`src/rtl/wkt_pkg.sv`:
```
package wkt_pkg;
  localparam logic [7:0] ADDR_CONTROL     = 8'h23;
  localparam logic [7:0] ADDR_RELOAD_HIGH = 8'h24;
  localparam logic [7:0] ADDR_RELOAD_LOW  = 8'h25;
  localparam logic [7:0] ADDR_COUNT_HIGH  = 8'h26;
  localparam logic [7:0] ADDR_COUNT_LOW   = 8'h27;
  localparam logic [7:0] ADDR_STATUS      = 8'h2F;
  localparam int BIT_RUNNING   = 7;
  localparam int BIT_RUN_WE    = 6;
  localparam int BIT_AUTO_TRIM = 5;
  localparam int BIT_AUTO_CD   = 4;
  localparam int BIT_RELOAD    = 3;
  localparam int BIT_AUTO_WAKE = 2;
  localparam int BIT_IRQ_FLAG  = 0;
  localparam int BIT_CARD_IRQ  = 1;
  localparam logic [1:0] CLK_DIV1  = 2'h0;
  localparam logic [1:0] CLK_DIV8  = 2'h1;
  localparam logic [1:0] CLK_DIV16 = 2'h2;
  localparam logic [4:0] PRE_DIV8  = 5'h07;
  localparam logic [4:0] PRE_DIV16 = 5'h0F;
  localparam logic [4:0] PRE_DIV32 = 5'h1F;
  localparam logic [15:0] COUNT_ZERO = 16'h0000;
  localparam logic [7:0]  BYTE_ZERO  = 8'h00;
  typedef enum logic [1:0]
  {
    WKT_IDLE = 2'b00,
    WKT_WAIT = 2'b01
  } wkt_cd_t;
endpackage : wkt_pkg

```
`src/rtl/wkt_timer.sv`:
```
`timescale 1ns/10ps
module wkt_timer
  import wkt_pkg::*;
(
  // Clock and reset.
  input  wire logic       clk,
  input  wire logic       rst_n,
  // Register port.
  input  wire logic [7:0] addr,
  input  wire logic [7:0] wdata,
  input  wire logic       wr,
  input  wire logic       rd,
  output logic      [7:0] rdata,
  // Low-frequency oscillator tick, asynchronous level.
  input  wire logic       low_freq_oscillator,
  // Card detection handshake.
  output logic            trim_start,
  output logic            card_detect_start,
  input  wire logic       card_detect_done,
  input  wire logic       card_found,
  input  wire logic       card_irq_enable,
  input  wire logic       power_down_enable,
  // System effects.
  output logic            wake_request,
  output logic            power_down_request,
  output logic            card_irq,
  output logic            wake_timer_irq_flag
);
  logic [2:0]  osc_sync;
  logic [4:0]  prescale;
  logic        tick;
  logic        wake_timer_running;
  logic        auto_osc_trim_on_underflow;
  logic        auto_card_detect_on_underflow;
  logic        wake_timer_auto_reload;
  logic        auto_wake_on_underflow;
  logic [1:0]  wake_timer_clock_select;
  logic [7:0]  wakeup_reload_high;
  logic [7:0]  wakeup_reload_low;
  logic [15:0] count;
  logic [15:0] wake_timer_reload_value;
  logic        underflow;
  logic        ctrl_wr;
  logic        sw_start;
  logic        sw_stop;
  logic [4:0]  pre_limit;
  wkt_cd_t     cd_state;
  logic        osc_rise;
  logic        status_wr;
  logic        clear_wake_irq;
  logic        clear_card_irq;
  logic        card_hit;
  logic        card_miss;
  logic        count_step;
  logic        reload_at_zero;
  logic [7:0]  control_view;
  logic [7:0]  status_view;
  logic [7:0]  next_rdata;

  // How the block hangs together: the slow oscillator is brought into
  // the system clock domain, each of its rising edges is counted by a
  // prescaler, and the prescaler hands the down-counter a one-cycle
  // enable. Everything else runs off the system clock, so the register
  // port never has to cross a domain. The price is that the oscillator
  // must stay well below half the system clock for every edge to be seen.
  // The card detection run and the oscillator trim run are only started
  // from here; their own sequencing belongs to the blocks that receive
  // the start pulses. This block only tracks the outcome of a detection
  // run, so that it can raise the card flag or ask for power-down.
  // Two flags are kept: the wake flag, set at every underflow, and the
  // card flag, set when a detection run finds a card and the host allows
  // it. Both are sticky and drop only when software writes a one.

  // Oscillator passes two flops; the third flop only feeds edge detection.
  // The first flop may go metastable, so nothing but the second reads it.
  // An edge is seen two to three system cycles after it happens on the
  // pin; that delay is far below one oscillator period and is harmless.
  always_ff @(posedge clk)
  begin
    if (!rst_n)
      osc_sync <= 3'h0;
    else
      osc_sync <= {osc_sync[1:0], low_freq_oscillator};
  end

  // Prescaler limit from the clock select field.
  // Each limit is the number of oscillator edges per tick less one:
  //   select 0: every oscillator edge
  //   select 1: every 8th edge, 2: every 16th edge, 3: every 32nd edge
  always_comb
  begin
    case (wake_timer_clock_select)
      CLK_DIV1:  pre_limit = 5'h00;
      CLK_DIV8:  pre_limit = PRE_DIV8;
      CLK_DIV16: pre_limit = PRE_DIV16;
      default:   pre_limit = PRE_DIV32;
    endcase
  end

  // Divider turns oscillator rising edges into one-cycle count enables.
  // It is cleared while the timer stands, so every start from standstill begins a full
  // edge count; the first tick can still come up to one input period short.
  always_ff @(posedge clk)
  begin
    if (!rst_n)
    begin
      prescale <= 5'h00;
      tick     <= 1'b0;
    end
    else
    begin
      tick <= 1'b0;
      if (!wake_timer_running)
        prescale <= 5'h00;
      else if (osc_rise)
      begin
        if (prescale >= pre_limit)
        begin
          prescale <= 5'h00;
          tick     <= 1'b1;
        end
        else
          prescale <= prescale + 5'h01;
      end
    end
  end

  // Register map, one byte each:
  //   control      - running (read), start/stop-now (write), trim, card
  //                  detect, auto reload, auto wake, clock select
  //   reload high  - upper reload byte, read and write
  //   reload low   - lower reload byte, read and write
  //   count high   - upper byte of the live count, read only
  //   count low    - lower byte of the live count, read only
  //   status       - wake flag in bit 0, card flag in bit 1; writing a one
  //                  clears the flag, writing a zero leaves it alone
  // Writes to the count bytes and to unmapped addresses have no effect,
  // and unmapped reads return zero.

  // Register decodes and the underflow event.
  assign wake_timer_reload_value = {wakeup_reload_high, wakeup_reload_low};
  assign ctrl_wr   = wr && (addr == ADDR_CONTROL);
  assign sw_start  = ctrl_wr && wdata[BIT_RUN_WE] && wdata[BIT_RUNNING];
  assign sw_stop   = ctrl_wr && wdata[BIT_RUN_WE] && !wdata[BIT_RUNNING];
  assign underflow = tick && wake_timer_running && (count == COUNT_ZERO);

  // The oscillator edge as seen after the second synchroniser flop.
  assign osc_rise = osc_sync[1] && !osc_sync[2];

  // Status clears: software writes one to a flag bit to drop it.
  assign status_wr      = wr && (addr == ADDR_STATUS);
  assign clear_wake_irq = status_wr && wdata[BIT_IRQ_FLAG];
  assign clear_card_irq = status_wr && wdata[BIT_CARD_IRQ];

  // Outcome of a card detection run, only trusted while one is pending.
  assign card_hit  = (cd_state == WKT_WAIT) && card_detect_done
                     && card_found;
  assign card_miss = (cd_state == WKT_WAIT) && card_detect_done
                     && !card_found;

  // Plain decrement, and whether an underflow goes round again.
  assign count_step     = tick && wake_timer_running
                          && (count != COUNT_ZERO);
  assign reload_at_zero = wake_timer_auto_reload
                          || auto_card_detect_on_underflow;

  // Read views; the start/stop-now bit is write-only and reads as zero.
  assign control_view = {wake_timer_running, 1'b0,
                         auto_osc_trim_on_underflow,
                         auto_card_detect_on_underflow,
                         wake_timer_auto_reload,
                         auto_wake_on_underflow,
                         wake_timer_clock_select};
  assign status_view  = {6'h00, card_irq, wake_timer_irq_flag};

  // Configuration bits; the start/stop-now bit is never stored.
  // Every control write rewrites all of them, so software must carry the
  // enables along when it only means to start or stop the timer.
  always_ff @(posedge clk)
  begin
    if (!rst_n)
    begin
      auto_osc_trim_on_underflow    <= 1'b0;
      auto_card_detect_on_underflow <= 1'b0;
      wake_timer_auto_reload        <= 1'b0;
      auto_wake_on_underflow        <= 1'b0;
      wake_timer_clock_select       <= 2'h0;
    end
    else if (ctrl_wr)
    begin
      auto_osc_trim_on_underflow    <= wdata[BIT_AUTO_TRIM];
      auto_card_detect_on_underflow <= wdata[BIT_AUTO_CD];
      wake_timer_auto_reload        <= wdata[BIT_RELOAD];
      auto_wake_on_underflow        <= wdata[BIT_AUTO_WAKE];
      wake_timer_clock_select       <= wdata[1:0];
    end
  end

  // Reload bytes only feed the counter at a software start or an auto restart.
  // The bytes may be written in any order; a start between the two writes
  // would load a half-updated value, so set both before starting.
  always_ff @(posedge clk)
  begin
    if (!rst_n)
    begin
      wakeup_reload_high <= BYTE_ZERO;
      wakeup_reload_low  <= BYTE_ZERO;
    end
    else if (wr)
    begin
      if (addr == ADDR_RELOAD_HIGH)
        wakeup_reload_high <= wdata;
      if (addr == ADDR_RELOAD_LOW)
        wakeup_reload_low <= wdata;
    end
  end

  // Timing of one period: the counter is loaded with the reload value,
  // steps down once per tick and underflows on the tick after it reaches
  // zero, so a period lasts the reload value plus one ticks. At that tick
  // the flag, the pulses and the reload all take effect together; a stop
  // without auto reload leaves the count at zero.
  // A software start and an underflow in the same cycle: the start wins
  // and reloads, and the underflow's flag and pulses still go out.

  // Running flag and counter; software start or auto restart loads reload.
  // A software stop leaves the count where it was, so it can still be read
  // back after the fact; only the next start reloads it.
  always_ff @(posedge clk)
  begin
    if (!rst_n)
    begin
      wake_timer_running <= 1'b0;
      count              <= COUNT_ZERO;
    end
    else if (sw_start)
    begin
      wake_timer_running <= 1'b1;
      count              <= wake_timer_reload_value;
    end
    else if (sw_stop)
      wake_timer_running <= 1'b0;
    else if (underflow)
    begin
      // Card detection forces a gapless restart, else auto-reload decides.
      if (reload_at_zero)
        count <= wake_timer_reload_value;
      else
        wake_timer_running <= 1'b0;
    end
    else if (count_step)
      count <= count - 16'h0001;
  end

  // Wake interrupt flag. A hardware set wins over a software clear in the
  // same cycle, so an underflow that lands on the clear is never lost.
  always_ff @(posedge clk)
  begin
    if (!rst_n)
      wake_timer_irq_flag <= 1'b0;
    else if (underflow)
      wake_timer_irq_flag <= 1'b1;
    else if (clear_wake_irq)
      wake_timer_irq_flag <= 1'b0;
  end

  // Card interrupt flag, raised only when the host has enabled it; the
  // same set-wins order applies as for the wake flag.
  always_ff @(posedge clk)
  begin
    if (!rst_n)
      card_irq <= 1'b0;
    else if (card_hit && card_irq_enable)
      card_irq <= 1'b1;
    else if (clear_card_irq)
      card_irq <= 1'b0;
  end

  // Trim pulse: one cycle, a cycle after the underflow. The trim run and
  // the timer it borrows live outside this block.
  always_ff @(posedge clk)
  begin
    if (!rst_n)
      trim_start <= 1'b0;
    else
      trim_start <= underflow && auto_osc_trim_on_underflow;
  end

  // Card detection pulse. The field-on window is timed by timer three
  // outside this block, which is why the run ends with a done pulse.
  always_ff @(posedge clk)
  begin
    if (!rst_n)
      card_detect_start <= 1'b0;
    else
      card_detect_start <= underflow
                           && auto_card_detect_on_underflow;
  end

  // Wake pulse; whether the chip then sleeps again is the host's choice.
  always_ff @(posedge clk)
  begin
    if (!rst_n)
      wake_request <= 1'b0;
    else
      wake_request <= underflow && auto_wake_on_underflow;
  end

  // Card detection tracker: waits from the start pulse to the done pulse.
  // A done pulse outside a pending run is ignored, so a stray pulse from
  // the detector cannot raise an interrupt or put the chip to sleep.
  always_ff @(posedge clk)
  begin
    if (!rst_n)
      cd_state <= WKT_IDLE;
    else
    begin
      case (cd_state)
        WKT_IDLE:
          if (card_detect_start)
            cd_state <= WKT_WAIT;
        WKT_WAIT:
          if (card_detect_done)
            cd_state <= WKT_IDLE;
        default:
          cd_state <= WKT_IDLE;
      endcase
    end
  end

  // Power-down pulse when a run ends with no card and sleep is allowed.
  always_ff @(posedge clk)
  begin
    if (!rst_n)
      power_down_request <= 1'b0;
    else
      power_down_request <= card_miss && power_down_enable;
  end

  // Read multiplexer. The count bytes come straight from the live
  // counter; a two-byte read can straddle a decrement, which software
  // avoids by reading twice or by stopping the timer first.
  always_comb
  begin
    next_rdata = BYTE_ZERO;
    if (rd)
    begin
      case (addr)
        ADDR_CONTROL:     next_rdata = control_view;
        ADDR_RELOAD_HIGH: next_rdata = wakeup_reload_high;
        ADDR_RELOAD_LOW:  next_rdata = wakeup_reload_low;
        ADDR_COUNT_HIGH:  next_rdata = count[15:8];
        ADDR_COUNT_LOW:   next_rdata = count[7:0];
        ADDR_STATUS:      next_rdata = status_view;
        default:          next_rdata = BYTE_ZERO;
      endcase
    end
  end

  // Read data stand for the one cycle after the strobe and are zero
  // otherwise, so a bus that ORs several slaves together stays clean.
  always_ff @(posedge clk)
  begin
    if (!rst_n)
      rdata <= BYTE_ZERO;
    else
      rdata <= next_rdata;
  end
endmodule : wkt_timer

```
`config.mk`:
```
export PLATFORM = sky130hd
export DESIGN_NAME = wkt_timer
export DESIGN_NICKNAME = d
export VERILOG_FILES = /design/src/rtl/wkt_pkg.sv /design/src/rtl/wkt_timer.sv
export SDC_FILE = /design/constraint.sdc
export NUM_CORES = 1
export LEC_CHECK = 0
export ABC_AREA = 0
export BUFFER_PORTS_ARGS = -buffer_cell sky130_fd_sc_hd__buf_2
export CAP_MARGIN = 20
export CELL_PAD_IN_SITES_DETAIL_PLACEMENT = 1
export CELL_PAD_IN_SITES_GLOBAL_PLACEMENT = 2
export CORE_ASPECT_RATIO = 2
export CORE_MARGIN = 1
export CORE_UTILIZATION = 32
export CTS_BUF_LIST = sky130_fd_sc_hd__clkbuf_16
export DETAILED_ROUTE_END_ITERATION = 12
export PLACE_DENSITY = 0.76
export SLEW_MARGIN = 30
export SYNTH_ARGS = -nofsm -noshare
export SYNTH_HDL_FRONTEND = slang
export SYNTH_SLANG_ARGS = --single-unit
```
`constraint.sdc`:
```
create_clock -name clk -period 2.3 [get_ports clk]
set_input_delay 0.115 -clock clk [delete_from_list [all_inputs] [get_ports clk]]
set_output_delay 0.115 -clock clk [all_outputs]
set_load 0.01 [all_outputs]
```
Yosys cells after proc, flatten, opt, wreduce, memory -nomap -nowiden
Cells that the tools add are included.
{ "classes": {"addsub": 2, "order_cmp": 1, "n_eq_ne": 14, "muxes": 20, "reduce_logical": 39} }
{ "op_table": {"columns": ["operator", "count"], "rows": [
  ["$mux 16", 5],
  ["$eq 8x6->1 const B", 6],
  ["$pmux 8 s6", 1],
  ["$logic_and 1x1->1", 19],
  ["$logic_not 16->1", 1],
  ["$reduce_bool 16->1", 1],
  ["$sub 16x1->16 const B", 1],
  ["$pmux 5 s3", 1],
  ["$reduce_and 2->1", 6],
  ["$mux 1", 9],
  ["$ne 2x2->1 const B", 3],
  ["$reduce_and 3->1", 2],
  ["$reduce_bool 3->1", 2],
  ["$add 5x1->5 const B", 1],
  ["$ge 5x5->1", 1],
  ["$mux 5", 1],
  ["$eq 2x1->1 const B", 2],
  ["$logic_not 2->1", 2],
  ["$mux 2", 2],
  ["$pmux 2 s2", 1],
  ["$reduce_bool 2->1", 2],
  ["$logic_not 1->1", 3],
  ["$ne 3x1->1 const B", 1],
  ["$ne 3x3->1 const B", 1],
  ["2 further kinds", 2]
]} }
{ "word_totals": {"register_bits": 64, "inputBits": 25, "out_inout_bits": 14} }

Logic depth before layout (Yosys ltp)
{ "depth": {"word_depth": 6, "depth_mapped": 8, "mapped_depth_nobuf": 7} }

Worst setup path before layout
No wires, ideal clock.
{ "synth_timing": {"path_kind": "reg-to-reg", "from": "register count[0]", "to": "register count[14]", "setup_ns": 0.132, "arrival_time_ns": 2.078, "path_slack_ns": 0.090, "path_stages_with_launch": 8, "cell_sequence": "dfxtp_1 > inv_1 > ha_1 > or3b_1 > or4_4 > buf_2 > o311ai_0 > a21oi_1"} }
{ "synth_via": {"elab_chain_cells": 5} }
{ "synth_lines": {"columns": ["element", "line", "source"], "rows": [
  ["start: declaration", "wkt_timer.sv:40", "logic [15:0] count;"],
  ["start signal: assignment", "wkt_timer.sv:239", "count <= wake_timer_reload_value;"],
  ["start signal: assignment", "wkt_timer.sv:247", "count <= wake_timer_reload_value;"],
  ["start signal: assignment", "wkt_timer.sv:252", "count <= count - 16'h0001;"],
  ["$sub 16x1->16 / $logic_not 16->1 (equally long branches)", "wkt_timer.sv:252, wkt_timer.sv:145", null],
  ["$mux 16 / $logic_and 1x1->1 (equally long branches)", "wkt_timer.sv:251, wkt_timer.sv:145", null],
  ["$mux 16", "wkt_timer.sv:243", "else if (underflow)"],
  ["$mux 16", "wkt_timer.sv:241", "else if (sw_stop)"],
  ["$mux 16", "wkt_timer.sv:236", "else if (sw_start)"]
]} }
Parallel ways exist; a longest one is shown, timed or not. The select of a mux whose other input is x is not followed.
A chain may end at the register's enable or synchronous reset.

Worst setup path in the final report
{ "layout_timing": {"from": "register count[8]", "to": "register count[15]"} }
Same word-level chain as after synthesis.

==> reports/metrics.yaml <==
status: "finished, final reports clean"
layout.cells.non_filler: 621
hold_path_class: "in2reg"
clk_latency_ns: 0.34
drive_gt1_frac: 0.286
worstSetupPathType: "reg2reg"
dr_total_vias: 3476
cts_buffers: 9
avgSynthCellArea_sq_um: 8.43
design_area_sq_um: 4390
synth_area_leaders: "dfxtp_1, a21oi_1, nand2_1"
grt_pass1_vias: 3714
timing.final.ws_setup_ns: 0.0361
die_h_um: 146
rows: 52
dp_cells: 599
max-vdd-ir-drop_uv: 670
area_growth_pct: 31.5
synthArstFlopShare: 0
regToRegSetupSlack_ns: 0.04
grt_pass1_wl_um: 20300
place_area_sq_um: 4010
whs_endpoint: "power_down_request"
synth_area_sq_um: 3340
ys_top_cells_by_count: "dfxtp_1, nand2_1, a21oi_1"
fin_nets: 512
synth_most_common_cell: "dfxtp_1"
hpwl_um: 9870
p_per_area_nw_per_um2: 571
wl_um: 12800
core_area_sq_um: 10100
synth_warnings: 0
synth_top_area_share: 0.378
power_mw: 2.51
finalCritPeriodShare: 0.984
r2r_start: "count[8]"
gp_congestion: 0.892
drv_slew: 0
ys_seq_area_frac: 0.378
cp.required_ns: 2.58
clk_pin_slew_ns: 0.06
diodes: 0
synthFlopType: "dfxtp_1"
dr.pass1.iters: 4
fin_util: 0.432
reg2reg_depth: 7
holdPathStages: 3
portBuffers: 38
maxSlewHeadroom: 0.575
fin_skew_ns: 0.0107
critical_path_peak_fanout: 5
post-place-ws_ns: 0.0161
grt_usage: 0.255
start_kind: "flip-flop"
grt_max_degree: 36
setup_viol: 0
htree_num_levels: 3
min-delay-start: "power_down_enable"
via_per_inst: 5.60
syn_nets: 427
synth_cell_types: 66
period_needed_ns: 2.26
endpoint_kind: "flip-flop"
post_drt_wl_per_cell_um: 20.6
clkSinkCount: 63
cts_buffer_depth: 2
synth_top_cell_by_area: "dfxtp_1"
synth-seq-cells: 63
die_area_sq_um: 10900
cts_root_buf: "clkbuf_16"
max-cap-violations: 0
timing.rr.end: "count[15]"
start_util: 0.329
drt_iter0_markers: 105
cts_tree: "built"
synth-edff-count: 0
p_leak_nw: 1.77
route.detailed.drc: 0
rsz0062_at_grt: "yes"
grt-ovfl-total: 0
hold_violations: 0
cp_data_arrival_time_ns: 2.54
antenna_found_initial: 0
fmax_ghz: 0.442
ant_nets: 0
tightest_slew_ns: 0.636
io_pins: 39
fp.dieW_um: 74.2
synthCells: 396
[how the worst max path moves through the flow]
stage                          startpoint     endpoint  slack, ns  depth (start not counted)
5_1_grt                          count[8]    count[15]      -0.05                          7
6_report                         count[8]    count[15]       0.04                          7
3_5_place_dp                     count[0]     count[5]       0.02                          8
3_3_place_gp                     count[0]     count[7]       0.06                          9
2_1_floorplan                    count[0]    count[14]       0.09                          7
4_1_cts        wake_timer_clock_select[0]  prescale[0]       0.02                          7
[cells in the final DEF, fill, tap and decap left out, types with 3 or more instances in the layout]
| master | netlist | routed |
|---|---|---|
| o311ai_0 | 4 | 3 |
| a22oi_1 | 8 | 8 |
| a21oi_1 | 39 | 37 |
| nor2_1 | 24 | 23 |
| o2bb2ai_1 | 4 | 4 |
| buf_2 | 5 | 38 |
| o22ai_1 | 7 | 6 |
| nor3_1 | 5 | 5 |
| nor4_2 | 4 | 3 |
| ha_1 | 6 | 6 |
| inv_1 | 12 | 12 |
| mux2i_1 | 17 | 17 |
| or2_2 | 3 | 3 |
| nand3_1 | 30 | 30 |
| and3_1 | 7 | 7 |
| or4_1 | 3 | 3 |
| and2_1 | 4 | 4 |
| buf_4 | 1 | 57 |
| o21ai_0 | 11 | 9 |
| inv_6 | 0 | 3 |
| o211ai_1 | 5 | 5 |
| clkbuf_16 | 0 | 9 |
| nand2_1 | 50 | 49 |
| xor2_1 | 3 | 3 |
| dfxtp_1 | 63 | 62 |
| nand4_1 | 12 | 12 |
[routing by layer]
| layer | vias to the layer above | GRT usage | share of wire |
|---|---|---|---|
| li1 | 1648 | - | - |
| met1 | 1719 | 0.268 | 0.37 |
| met2 | 69 | 0.450 | 0.55 |
| met3 | 40 | 0.0386 | 0.022 |
| met4 | 0 | 0.160 | 0.061 |
| met5 | - | 0 | 0 |
[sequential cells by signal, indices dropped and copies added (netlist names), 2 cells and up]
signal / flops
count: 16
rdata: 8
wakeup_reload_high: 8
wakeup_reload_low: 8
prescale: 5
osc_sync: 3
wake_timer_clock_select: 2
[through the flow]
step	hold WS (ns)	setup TNS (ns)
2_1_floorplan	0.192	0
3_3_place_gp	0.298	0
3_5_place_dp	0.301	0
4_1_cts	0.0121	0
5_1_grt	0.0266	-0.0637
6_report	0.0114	0
[worst max-delay path, stage by stage, from the launching register on]
cell	delay, ns
dfxtp_2	0.32
or4_4	0.57
or4_4	0.60
o41ai_4	0.26
buf_4	0.20
buf_4	0.10
nand3_1	0.06
nand3_1	0.10
[cell type report]
cell class | count | area, sq um
inverter | 13 | 48.8
clock buffer | 9 | 225
fill | 1283 | 5760
tap | 135 | 169
sequential | 63 | 1260
timing repair buffer | 98 | 658
clock inverter | 7 | 55.1
multi-input combinational | 296 | 1970
[power breakdown]
| group | total, mW | switching, mW | internal, mW |
|---|---|---|---|
| sequential | 1.09 | 0.00118 | 1.09 |
| combinational | 0.115 | 0.0754 | 0.0398 |
| clock | 1.30 | 0.556 | 0.740 |
| total | 2.51 | 0.633 | 1.87 |
[logic make-up after synthesis]
logic type               synth area share
adder cells (fa/ha/maj)            0.0255
AND/OR/NAND/NOR                     0.266
XOR/XNOR                           0.0131
multiplexers                       0.0645
AO/OA/AOI/OAI                       0.208
flip-flops                          0.378
buffers and inverters              0.0446
[timing repair]
| item | 4_1_cts | 5_1_grt |
|---|---|---|
| resized for setup | 0 | 13 |
| setup buffers | 0 | 4 |
| hold buffers | 2 | 0 |
| setup endpoints to repair | 2 | 18 |
| hold endpoints to repair | 2 | 0 |
| pin swaps | 1 | 4 |
(Power assumes the default switching activity.)
